`src/rtl/ebc_pkg.sv`:
```
// constants, register layout and state type for the external bus control block
package ebc_pkg;

  // register port geometry
  localparam int DW      = 24;
  localparam int AW      = 4;
  localparam int NUM_RAS = 4;
  localparam int WS_W    = 4;

  // register indices on the plain register port
  localparam logic [AW-1:0] REG_BCR  = 4'h0;
  localparam logic [AW-1:0] REG_MODE = 4'h1;
  localparam logic [AW-1:0] REG_STAT = 4'h2;

  // bus_control_register fields
  localparam int BCR_WS_LSB   = 0;
  localparam int BCR_HOLD_BIT = 4;

  // operating mode register fields
  localparam int MODE_TAS_BIT = 0;
  localparam int MODE_POL_LSB = 4;

  // status register fields
  localparam int STAT_MASTER_BIT = 0;
  localparam int STAT_REQ_BIT    = 1;
  localparam int STAT_CYC_BIT    = 2;
  localparam int STAT_BUSY_BIT   = 3;

  // reset values
  localparam logic [WS_W-1:0]    WS_RST   = 4'h1;
  localparam logic               HOLD_RST = 1'h0;
  localparam logic               TAS_RST  = 1'h0;
  localparam logic [NUM_RAS-1:0] POL_RST  = 4'h0;

  // timing: cycle end follows one output clock period after acceptance
  localparam int MCLK_PS     = 5000;
  localparam int OUTCLK_PS   = 5000;
  localparam int FINISH_CYC  = (OUTCLK_PS + MCLK_PS - 1) / MCLK_PS;

  // arbitration and bus cycle states
  typedef enum logic [2:0] {
    S_IDLE,
    S_ARB,
    S_ACC,
    S_FIN,
    S_REL
  } bus_st_t;

endpackage : ebc_pkg

```
`src/rtl/ebc_ctrl.sv`:
```
// external bus control and arbitration: strobes, row strobes, wait states, bus request
//
// Functional notes
// - four row strobes, tri-statable, polarity chosen per line by software
// - read strobe driven low while master to read; driven high while master otherwise, tri-stated as slave
// - write strobe driven low while master to write; driven high while master otherwise, tri-stated as slave
// - transfer acknowledge ignored unless master with an external cycle running
// - each cycle with acknowledge deasserted adds one more wait state; the code does not do this for row strobe accesses or a zero minimum
// - cycle ends one output clock period after acknowledge is sampled asserted
// - wait states are the larger of acknowledge timing and programmed minimum; with a zero minimum or a row strobe access the code uses the minimum alone
// - acknowledge synchronous or asynchronous per mode register select bit
// - bus request asserted when mastership needed, dropped when not
// - bus request independent of role; parking keeps mastership without request
// - request hold bit keeps bus request asserted under software control
// - bus request only for external bus requests, never internal ones
// - hardware reset deasserts bus request and returns to bus slave
// - take mastership only after bus busy deasserts, then assert it
`timescale 1ns/10ps
module ebc_ctrl
  import ebc_pkg::*;
(
  // clock and reset
  input  wire logic               mclk,
  input  wire logic               rst,
  // register port
  input  wire logic [AW-1:0]      reg_addr,
  input  wire logic [DW-1:0]      reg_wdata,
  input  wire logic               reg_wr,
  input  wire logic               reg_rd,
  output logic      [DW-1:0]      reg_rdata,
  // external access requests from the core
  input  wire logic               acc_req,
  input  wire logic               acc_we,
  input  wire logic               acc_dram,
  input  wire logic [1:0]         acc_ras_sel,
  input  wire logic               stop_wait,
  output logic                    acc_done,
  // strobe pins
  output logic                    rd_n_o,
  output logic                    wr_n_o,
  output logic                    strobe_oe,
  output logic      [NUM_RAS-1:0] ras_o,
  output logic                    ras_oe,
  // arbitration and acknowledge pins
  input  wire logic               transfer_ack_n,
  input  wire logic               bus_grant_n,
  input  wire logic               bus_busy_n_i,
  output logic                    bus_busy_n_o,
  output logic                    bus_busy_oe,
  output logic                    bus_request_n
);

  // whole state of the block
  typedef struct packed {
    bus_st_t            st;
    logic [WS_W-1:0]    cnt;
    logic               master;
    logic               br_n;
    logic               rd_n;
    logic               wr_n;
    logic               soe;
    logic [NUM_RAS-1:0] ras;
    logic               bb_o;
    logic               bb_oe;
    logic [WS_W-1:0]    ws_min;
    logic               hold;
    logic               ack_sync_select_bit;
    logic [NUM_RAS-1:0] pol;
    logic               ack_prev;
    logic               done;
    logic               dram;
    logic [DW-1:0]      rdata;
  } ctrl_t;

  ctrl_t s_q;
  ctrl_t s_d;

  logic       ack_s_n;
  logic       grant_s_n;
  logic       busy_s_n;
  logic       ack_ok;
  logic       ws_met;
  logic       fin_cond;
  logic       start;
  logic       grant;

  // pin inputs come from other clocks, so all three pass the synchroniser
  ebc_sync #(.W(3), .RST_VAL(3'h7)) u_sync (
    .mclk (mclk),
    .rst  (rst),
    .d    ({transfer_ack_n, bus_grant_n, bus_busy_n_i}),
    .q    ({ack_s_n, grant_s_n, busy_s_n})
  );

  assign grant = ~grant_s_n;

  // acknowledge qualification; async mode wants two agreeing samples
  assign ack_ok = ~ack_s_n & (~s_q.ack_prev | ~s_q.ack_sync_select_bit);

  // end of cycle: minimum met, and acknowledge seen unless it cannot stretch
  always_comb begin
    ws_met   = (s_q.cnt >= s_q.ws_min);
    fin_cond = (s_q.st == S_ACC) && s_q.master && ws_met &&
               ((s_q.ws_min == '0) || s_q.dram || ack_ok);
  end

  // no new access while stopped or while done stands: a request dropped on done is not retaken
  always_comb begin
    start = 1'b0;
    if (acc_req && !stop_wait && !s_q.done) begin
      if (s_q.st == S_IDLE) begin
        start = s_q.master && grant;                   // parked, no rearbitration
      end else if (s_q.st == S_ARB) begin
        start = grant && busy_s_n;
      end
    end
  end

  // next state
  always_comb begin
    s_d          = s_q;
    s_d.done     = 1'b0;
    s_d.ack_prev = ack_s_n;

    // register writes
    if (reg_wr) begin
      case (reg_addr)
        REG_BCR: begin
          s_d.ws_min = reg_wdata[BCR_WS_LSB +: WS_W];
          s_d.hold   = reg_wdata[BCR_HOLD_BIT];
        end
        REG_MODE: begin
          s_d.ack_sync_select_bit = reg_wdata[MODE_TAS_BIT];
          s_d.pol = reg_wdata[MODE_POL_LSB +: NUM_RAS];
        end
        default: ;
      endcase
    end

    // register reads, answered one cycle later; unmapped reads zero
    s_d.rdata = '0;
    if (reg_rd) begin
      case (reg_addr)
        REG_BCR: begin
          s_d.rdata[BCR_WS_LSB +: WS_W] = s_q.ws_min;
          s_d.rdata[BCR_HOLD_BIT]       = s_q.hold;
        end
        REG_MODE: begin
          s_d.rdata[MODE_TAS_BIT]             = s_q.ack_sync_select_bit;
          s_d.rdata[MODE_POL_LSB +: NUM_RAS]  = s_q.pol;
        end
        REG_STAT: begin
          s_d.rdata[STAT_MASTER_BIT] = s_q.master;
          s_d.rdata[STAT_REQ_BIT]    = ~s_q.br_n;
          s_d.rdata[STAT_CYC_BIT]    = (s_q.st == S_ACC) || (s_q.st == S_FIN);
          s_d.rdata[STAT_BUSY_BIT]   = ~busy_s_n;
        end
        default: ;
      endcase
    end

    // arbitration and bus cycle sequencing
    case (s_q.st)
      S_IDLE: begin
        if (s_q.master && !grant) begin
          // grant withdrawn: active pull-up, drive busy high for one cycle
          s_d.st    = S_REL;
          s_d.bb_o  = 1'b1;
          s_d.bb_oe = 1'b1;
        end else if (acc_req && !stop_wait && !s_q.master) begin
          s_d.st = S_ARB;
        end
      end
      S_ARB: begin
        if (!acc_req) begin
          s_d.st = S_IDLE;
        end else if (grant && busy_s_n) begin
          s_d.master = 1'b1;
          s_d.soe    = 1'b1;
          s_d.bb_o   = 1'b0;
          s_d.bb_oe  = 1'b1;
        end
      end
      S_ACC: begin
        if (s_q.cnt != '1) begin
          s_d.cnt = s_q.cnt + 1'b1;
        end
        if (fin_cond) begin
          s_d.st = S_FIN;
        end
      end
      S_FIN: begin
        // strobes held one output clock beyond acceptance, then removed
        s_d.rd_n = 1'b1;
        s_d.wr_n = 1'b1;
        s_d.ras  = ~s_q.pol;
        s_d.done = 1'b1;
        s_d.st   = S_IDLE;
      end
      S_REL: begin
        // release busy and every strobe pin, back to slave
        s_d.bb_oe  = 1'b0;
        s_d.master = 1'b0;
        s_d.soe    = 1'b0;
        s_d.st     = S_IDLE;
      end
      default: begin
        s_d.st = S_IDLE;
      end
    endcase

    // open an access: exactly one of the two strobes goes low
    if (start) begin
      s_d.st   = S_ACC;
      s_d.cnt  = '0;
      s_d.dram = acc_dram;
      s_d.rd_n = acc_we;
      s_d.wr_n = ~acc_we;
      s_d.ras  = ~s_q.pol;
      if (acc_dram) begin
        s_d.ras[acc_ras_sel] = s_q.pol[acc_ras_sel];
      end
    end

    // polarity changes reach idle row strobes at once
    if (!start && (s_q.st != S_ACC) && (s_q.st != S_FIN)) begin
      s_d.ras = ~s_d.pol;
    end

    // bus request follows external need or the hold bit, from core requests only
    if (stop_wait) begin
      s_d.br_n = s_q.hold ? s_q.br_n : 1'b1;
    end else begin
      s_d.br_n = ~(acc_req | s_q.hold);
    end
  end

  // reset lands in slave state with request deasserted
  always_ff @(posedge mclk or posedge rst) begin
    if (rst) begin
      s_q <= '{st: S_IDLE, cnt: '0, master: 1'b0, br_n: 1'b1,
               rd_n: 1'b1, wr_n: 1'b1, soe: 1'b0, ras: ~POL_RST,
               bb_o: 1'b1, bb_oe: 1'b0, ws_min: WS_RST, hold: HOLD_RST,
               ack_sync_select_bit: TAS_RST, pol: POL_RST, ack_prev: 1'b1, done: 1'b0,
               dram: 1'b0, rdata: '0};
    end else begin
      s_q <= s_d;
    end
  end

  // every output straight from the state register
  assign reg_rdata     = s_q.rdata;
  assign acc_done      = s_q.done;
  assign rd_n_o        = s_q.rd_n;
  assign wr_n_o        = s_q.wr_n;
  assign strobe_oe     = s_q.soe;
  assign ras_o         = s_q.ras;
  assign ras_oe        = s_q.soe;
  assign bus_busy_n_o  = s_q.bb_o;
  assign bus_busy_oe   = s_q.bb_oe;
  assign bus_request_n = s_q.br_n;
endmodule : ebc_ctrl

```
`src/rtl/ebc_sync.sv`:
```
// two-flop synchroniser for pin inputs
`timescale 1ns/10ps
module ebc_sync #(
  parameter int              W       = 1,
  parameter logic [W-1:0]    RST_VAL = '0
) (
  // clock and reset
  input  wire logic         mclk,
  input  wire logic         rst,
  // asynchronous in, synchronous out
  input  wire logic [W-1:0] d,
  output logic      [W-1:0] q
);

  typedef struct packed {
    logic [W-1:0] s1;
    logic [W-1:0] s2;
  } sync_t;

  sync_t s_q;
  sync_t s_d;

  // first stage feeds only the second stage
  always_comb begin
    s_d    = s_q;
    s_d.s1 = d;
    s_d.s2 = s_q.s1;
  end

  always_ff @(posedge mclk or posedge rst) begin
    if (rst) begin
      s_q <= '{s1: RST_VAL, s2: RST_VAL};
    end else begin
      s_q <= s_d;
    end
  end

  assign q = s_q.s2;

endmodule : ebc_sync

```
`config.mk`:
```
export PLATFORM = sky130hd
export DESIGN_NAME = ebc_ctrl
export DESIGN_NICKNAME = d
export VERILOG_FILES = /design/src/rtl/ebc_pkg.sv /design/src/rtl/ebc_ctrl.sv /design/src/rtl/ebc_sync.sv
export SDC_FILE = /design/constraint.sdc
export NUM_CORES = 1
export LEC_CHECK = 0
export BUFFER_PORTS_ARGS = -buffer_cell sky130_fd_sc_hd__clkbuf_2
export CORE_UTILIZATION = 45
export DETAILED_ROUTE_END_ITERATION = 16
export HOLD_SLACK_MARGIN = 0.15
export PLACE_DENSITY = 0.81
export SKIP_CTS_REPAIR_TIMING = 1
export SLEW_MARGIN = 15
export SYNTH_ARGS = -nofsm -noshare
export SYNTH_HDL_FRONTEND = slang
export SYNTH_SLANG_ARGS = --single-unit
```
`constraint.sdc`:
```
create_clock -name mclk -period 4.01 [get_ports mclk]
set_input_delay 1.203 -clock mclk [delete_from_list [all_inputs] [get_ports mclk]]
set_output_delay 1.203 -clock mclk [all_outputs]
set_load 0.005 [all_outputs]
```
==> results of run 1 <==
power groups by stage:
| stage | Clock [W] | Combinational [W] | Sequential [W] |
|---|---|---|---|
| 3_5_place_dp | 0 | 0.000412 | 0.000723 |
| 5_1_grt | 0.000306 | 0.000478 | 0.000736 |
| 6_report | 0.000279 | 0.000413 | 0.000716 |
| 2_1_floorplan | 0 | 0.000389 | 0.000657 |
| 4_1_cts | 0.000286 | 0.000415 | 0.000716 |
| 3_3_place_gp | 0 | 0.000396 | 0.000714 |
worst paths after layout:
| check | end | start | slack, ns |
|---|---|---|---|
| setup / recovery | ras_o[3] | acc_req | 1.26 |
| hold reg to reg | u_sync.q[1] | u_sync.s_d[1] | 0.36 |
| hold / removal | u_sync.q[1] | u_sync.s_d[1] | 0.36 |
| min in group asynchronous | reg_rdata[3] | rst | 1.02 |
| max in group asynchronous | wr_n_o | rst | 2.25 |
| setup reg to reg | ras_o[3] | s_q[52] | 1.75 |
registers in the layout, summed over array words and instances, names as in the netlist:
register,count
u_sync.q,3
ras_o,4
bus_request_n,1
wr_n_o,1
bus_busy_n_o,1
ras_oe,1
u_sync.s_d,3
s_q,19
acc_done,1
rd_n_o,1
reg_rdata,8
bus_busy_oe,1
stage by stage:
stage	area [sq um]	hold WS (ns)	setup WS, ns
finish	2560	0.357	1.26
detailed placement	2470	0.347	0.956
CTS	2560	0.358	1.26
floorplan	2430	0.345	1.55
global route	2560	0.361	1.10
global placement	2470	0.346	0.983
final cells by class:
cell class                      count  area (sq um)
Clock buffer                        8          90.1
Fill cell                         482          2550
Inverter                           11          41.3
Multi-Input combinational cell    172           982
Sequential cell                    44          1120
Tap cell                           70          87.6
Timing Repair Buffer               46           235
layout by cell type, fill, tap and decap left out, types with 4 or more instances in the layout:
master,instances
nor4_1,4
a31oi_1,9
dfstp_2,16
conb_1,16
nor3_1,11
o21ai_0,13
clkbuf_8,6
nor2_1,23
clkbuf_2,44
ha_1,5
inv_1,11
nand2b_1,4
dfrtp_1,28
mux2i_1,6
nand2_1,23
a21oi_1,22
logic make-up (layout without fill, tap and decap cells):
| kind of cell | Yosys count | in the layout |
|---|---|---|
| xor+xnor | 3 | 3 |
| simple gates | 86 | 86 |
| flops | 44 | 44 |
| compound gates | 54 | 54 |
| fa+ha+maj | 5 | 5 |
| other cells | 1 | 16 |
| buf+inv | 52 | 65 |
| mux | 8 | 8 |
metal layers:
metal / vias up / GRT usage, %
li1: 880 / -
met1: 827 / 24.5
met3: 9 / 4.61
met5: - / 0
met4: 0 / 7.34
met2: 68 / 26.8
worst max-delay path: stages:
cell and delay (ns):
clkbuf_2 0.13, or3b_4 0.43, nor3_4 0.69, and4_1 0.28, a21oi_1 0.06, a31oi_1 0.18
==> impl_metrics.tcl, run 1 <==
set metrics [dict create \
    status "complete, no violations" \
    clkPwrFrac_pct 19.8 \
    topRoutingLayerUsed "met4" \
    synth_compound_area_share_pct 13.3 \
    powerDensity_nw_per_um2 551 \
    clkSinkCount 44 \
    synth_top_family_by_area "simple AND/OR/NAND/NOR gates" \
    ys_ff_latch 44 \
    via_count 1784 \
    cts_buffer_depth 2 \
    dr.pass1.iters 4 \
    sw_frac_of_total_pct 35.0 \
    met3_wirelength_um 249 \
    synth_cell_types 42 \
    clkTransAtPathRegs_ns 0.08 \
    grt_max_degree 24 \
    drive_gt1_share_pct 26.7 \
    wl_per_cell_um 12.8 \
    drtIter0Drc 171 \
    synth_area_leaders "dfrtp_1 30%, dfstp_2 18%, buf_4 9.5%" \
    clkLatencyLatePin_ns 0.29 \
    finalSetupTns_ns 0 \
    synth_top_area_share_pct 29.5 \
    crit_fanout 23 \
    cap_violations 0 \
    place_inst 343 \
    min_delay_path_depth 0 \
    first_global_vias 1601 \
    fmax_mhz 364 \
    vdd_drop_max_uv 305 \
    synth-edff-count 0 \
    tightest_slew_ns 0.787 \
    synth_cells 253 \
    period_needed_ns 2.75 \
    wl_um 4490 \
    cp-start-kind "input port" \
    seq_area_frac_synth_pct 47.3 \
    cp.required_ns 4.23 \
    combPwrFrac_pct 29.4 \
    synth_adder_area_share_pct 2.64 \
    period_share_pct 68.6 \
    gr-total-overflow 0 \
    wl_met2_um 2070 \
    ys_warn_count 0 \
    place.port_buffers 44 \
    worstRegToRegCells 5 \
    root_buffer "clkbuf_8" \
    core_area_sq_um 5110 \
    pwr-share-seq_pct 50.9 \
    die_h_um 74.6 \
    drt-met1-wl_um 2100 \
    ys_async_sr_fraction_pct 100 \
    antenna_found_initial 0 \
    final_nets 326 \
    ant_nets 0 \
    grt_pass1_wl_um 7380 \
    n_antenna_cell 0 \
    end_kind "register" \
    ys.flop_type "dfrtp_1" \
    dp.final_hpwl_um 3340 \
    critical_path_class "in -> reg" \
    grt_util_all_layers_pct 17.8 \
    fp.dieW_um 74.6 \
    finalSetupViolations 0 \
    final_max_slew_viol_count 0 \
    synth.most_common_cell "buf_4" \
    avgSynthCellArea_sq_um 9.38 \
    route.detailed.drc 0 \
    syn2layout_area_growth_pct 7.81 \
    synthXorXnorAreaFrac_pct 1.11 \
    arrival_ns 2.97 \
    utilization_pct 50.1 \
    p_leak_nw 1.21 \
    finalHoldViolations 0 \
    cts_made_buffers 5 \
    cts_tree "done" \
    place_congestion 0.814 \
    final_cells 351 \
    synth_top_area_cell "dfrtp_1" \
    synthSimpleGateAreaFrac_pct 18.3 \
    netlist_area_sq_um 2370 \
    p_sw_w 0.000493 \
    die_area_sq_um 5570 \
    finalClockSkew_ns 0.00738 \
    relSlewSlack_pct 47.4 \
    muxShareOfSynthArea_pct 3.48 \
    ios 77 \
    synth_top_cells_by_count "30 x buf_4, 28 x dfrtp_1, 23 x nand2_1, 23 x nor2_1, 22 x a21oi_1" \
    start_util_pct 46.4 \
    grt_setup_unrepaired "false" \
    cts.htree.levels 2 \
    num_rows 26 \
    power.total_w 0.00141 \
    viasPerCell 5.08 \
    power.internal_w 0.000915 \
    hp-class "reg -> reg" \
]
Note: power is estimated with default switching activity, not from simulation.
==> run 2: changes to the inputs <==
--- a/config.mk
+++ b/config.mk
@@ -9,7 +9,7 @@
 export CORE_UTILIZATION = 45
 export DETAILED_ROUTE_END_ITERATION = 16
 export HOLD_SLACK_MARGIN = 0.15
-export PLACE_DENSITY = 0.81
+export PLACE_DENSITY = 0.84
 export SKIP_CTS_REPAIR_TIMING = 1
 export SLEW_MARGIN = 15
 export SYNTH_ARGS = -nofsm -noshare
==> constraint.sdc (replaced) <==
create_clock -name mclk -period 2.4 [get_ports mclk]
set_input_delay 0.72 -clock mclk [delete_from_list [all_inputs] [get_ports mclk]]
set_output_delay 0.72 -clock mclk [all_outputs]
set_load 0.005 [all_outputs]
==> impl_metrics.tcl, run 2 (synthesized netlist as in run 1, its figures left out) <==
set metrics [dict create \
    status "complete, no violations" \
    first_global_vias 1598 \
    clkTransAtPathRegs_ns 0.07 \
    cts_buffer_depth 2 \
    wl_um 4700 \
    via_count 1826 \
    n_antenna_cell 0 \
    ant_nets 0 \
    hold_slack_ns 0.357 \
    mostFrequentLayoutCells "44 x clkbuf_2, 28 x dfrtp_1, 23 x nand2_1, 23 x nor2_1, 22 x a21oi_1" \
    grt_setup_unrepaired "false" \
    cap_violations 0 \
    top_register "s_q" \
    seqCellArea_sq_um 1120 \
    clkSinkCount 44 \
    cts_made_buffers 5 \
    cp-startpoint "acc_req" \
    wl_per_cell_um 13.1 \
    final_cells 359 \
    place.port_buffers 44 \
    antenna_found_initial 0 \
    dp.final_hpwl_um 3460 \
    syn2layout_area_growth_pct 10.3 \
    grt_util_all_layers_pct 17.6 \
    drtIter0Drc 165 \
    power.total_w 0.00240 \
    cts.htree.levels 2 \
    root_buffer "clkbuf_8" \
    multi_input_area_sq_um 982 \
    viasPerCell 5.09 \
    vdd_drop_max_uv 453 \
    end_kind "register" \
    worstRegToRegCells 4 \
    start_util_pct 46.4 \
    core_area_sq_um 5110 \
    period_share_pct 82.1 \
    finalClockSkew_ns 0.00823 \
    finalHoldViolations 0 \
    drive_gt1_share_pct 28.7 \
    finalSetupViolations 0 \
    hp-class "reg -> reg" \
    ios 77 \
    gr-total-overflow 0 \
    cp.required_ns 2.58 \
    num_rows 26 \
    route.detailed.drc 0 \
    crit_fanout 8 \
    fillers 489 \
    clkLatencyLatePin_ns 0.30 \
    cts_tree "done" \
    final_max_slew_viol_count 0 \
    arrival_ns 2.15 \
    critical_path_class "in -> reg" \
    p_leak_nw 1.25 \
    die_area_sq_um 5570 \
    mostFrequentLayoutCell "clkbuf_2" \
    place_inst 351 \
    period_needed_ns 1.97 \
    largest_reg_flops 19 \
    grt_pass1_wl_um 7310 \
    finalSetupTns_ns 0 \
    cp-start-kind "input port" \
    relSlewSlack_pct 56.8 \
    critPathCapture "s_q[24]" \
    die_h_um 74.6 \
    utilization_pct 51.2 \
    powerDensity_nw_per_um2 916 \
    final_nets 334 \
    fmax_mhz 507 \
    dr.pass1.iters 5 \
    fp.dieW_um 74.6 \
    place_congestion 0.782 \
    tightest_slew_ns 0.643 \
    regToRegStartpoint "s_q[54]" \
    grt_max_degree 45 \
    rrSetupSlack_ns 0.49 \
    r2r-end "s_q[24]" \
]
[run 2: cell types whose count changed in the layout (fill, tap and decap cells not counted)]
| cell | before | now |
|---|---|---|
| buf_4 | 2 | 10 |
[run 2: power breakdown]
part           total (W)  internal, W  switching, W
logic           0.000767     0.000356      0.000411
clock network   0.000471     0.000235      0.000237
registers        0.00116     0.000965      0.000193
total            0.00240      0.00156      0.000841
[run 2: worst min-delay path by stage]
stage                        to          start  slack [ns]  cells after the start
global placement    u_sync.q[2]  u_sync.s_d[2]        0.35                      0
CTS                 u_sync.q[0]  u_sync.s_d[0]        0.36                      0
detailed placement  u_sync.q[0]  u_sync.s_d[0]        0.35                      0
global route        u_sync.q[0]  u_sync.s_d[0]        0.36                      0
finish              u_sync.q[0]  u_sync.s_d[0]        0.36                      0
floorplan           u_sync.q[0]  u_sync.s_d[0]        0.35                      0
[run 2: layer usage]
metal  part of all wire (%)  track usage [%]  up-vias
li1                       -                -      897
met1                     46             24.1      861
met2                     48             27.3       59
met3                    4.9             3.79        9
met4                    1.7             6.71        0
met5                      0                0        -
[run 2: cell type report]
type,count,share of cell area [%]
inverter,11,1.58
sequential,44,42.8
multi-input combinational,172,37.5
clock buffer,8,3.44
tap,70,3.35
timing repair buffer,54,11.3
[run 2: critical path, cell delays in order]
cell      delay, ns
clkbuf_2       0.13
or3b_4         0.42
nor3_4         0.34
buf_4          0.21
mux2_2         0.33
[run 2: per-stage QoR]
step,worst slack (ns),instance area (sq um)
after floorplan,0.420,2430
after global placement,0.127,2530
after detailed placement,0.127,2530
after CTS,0.440,2620
after global routing,0.393,2620
final,0.429,2620
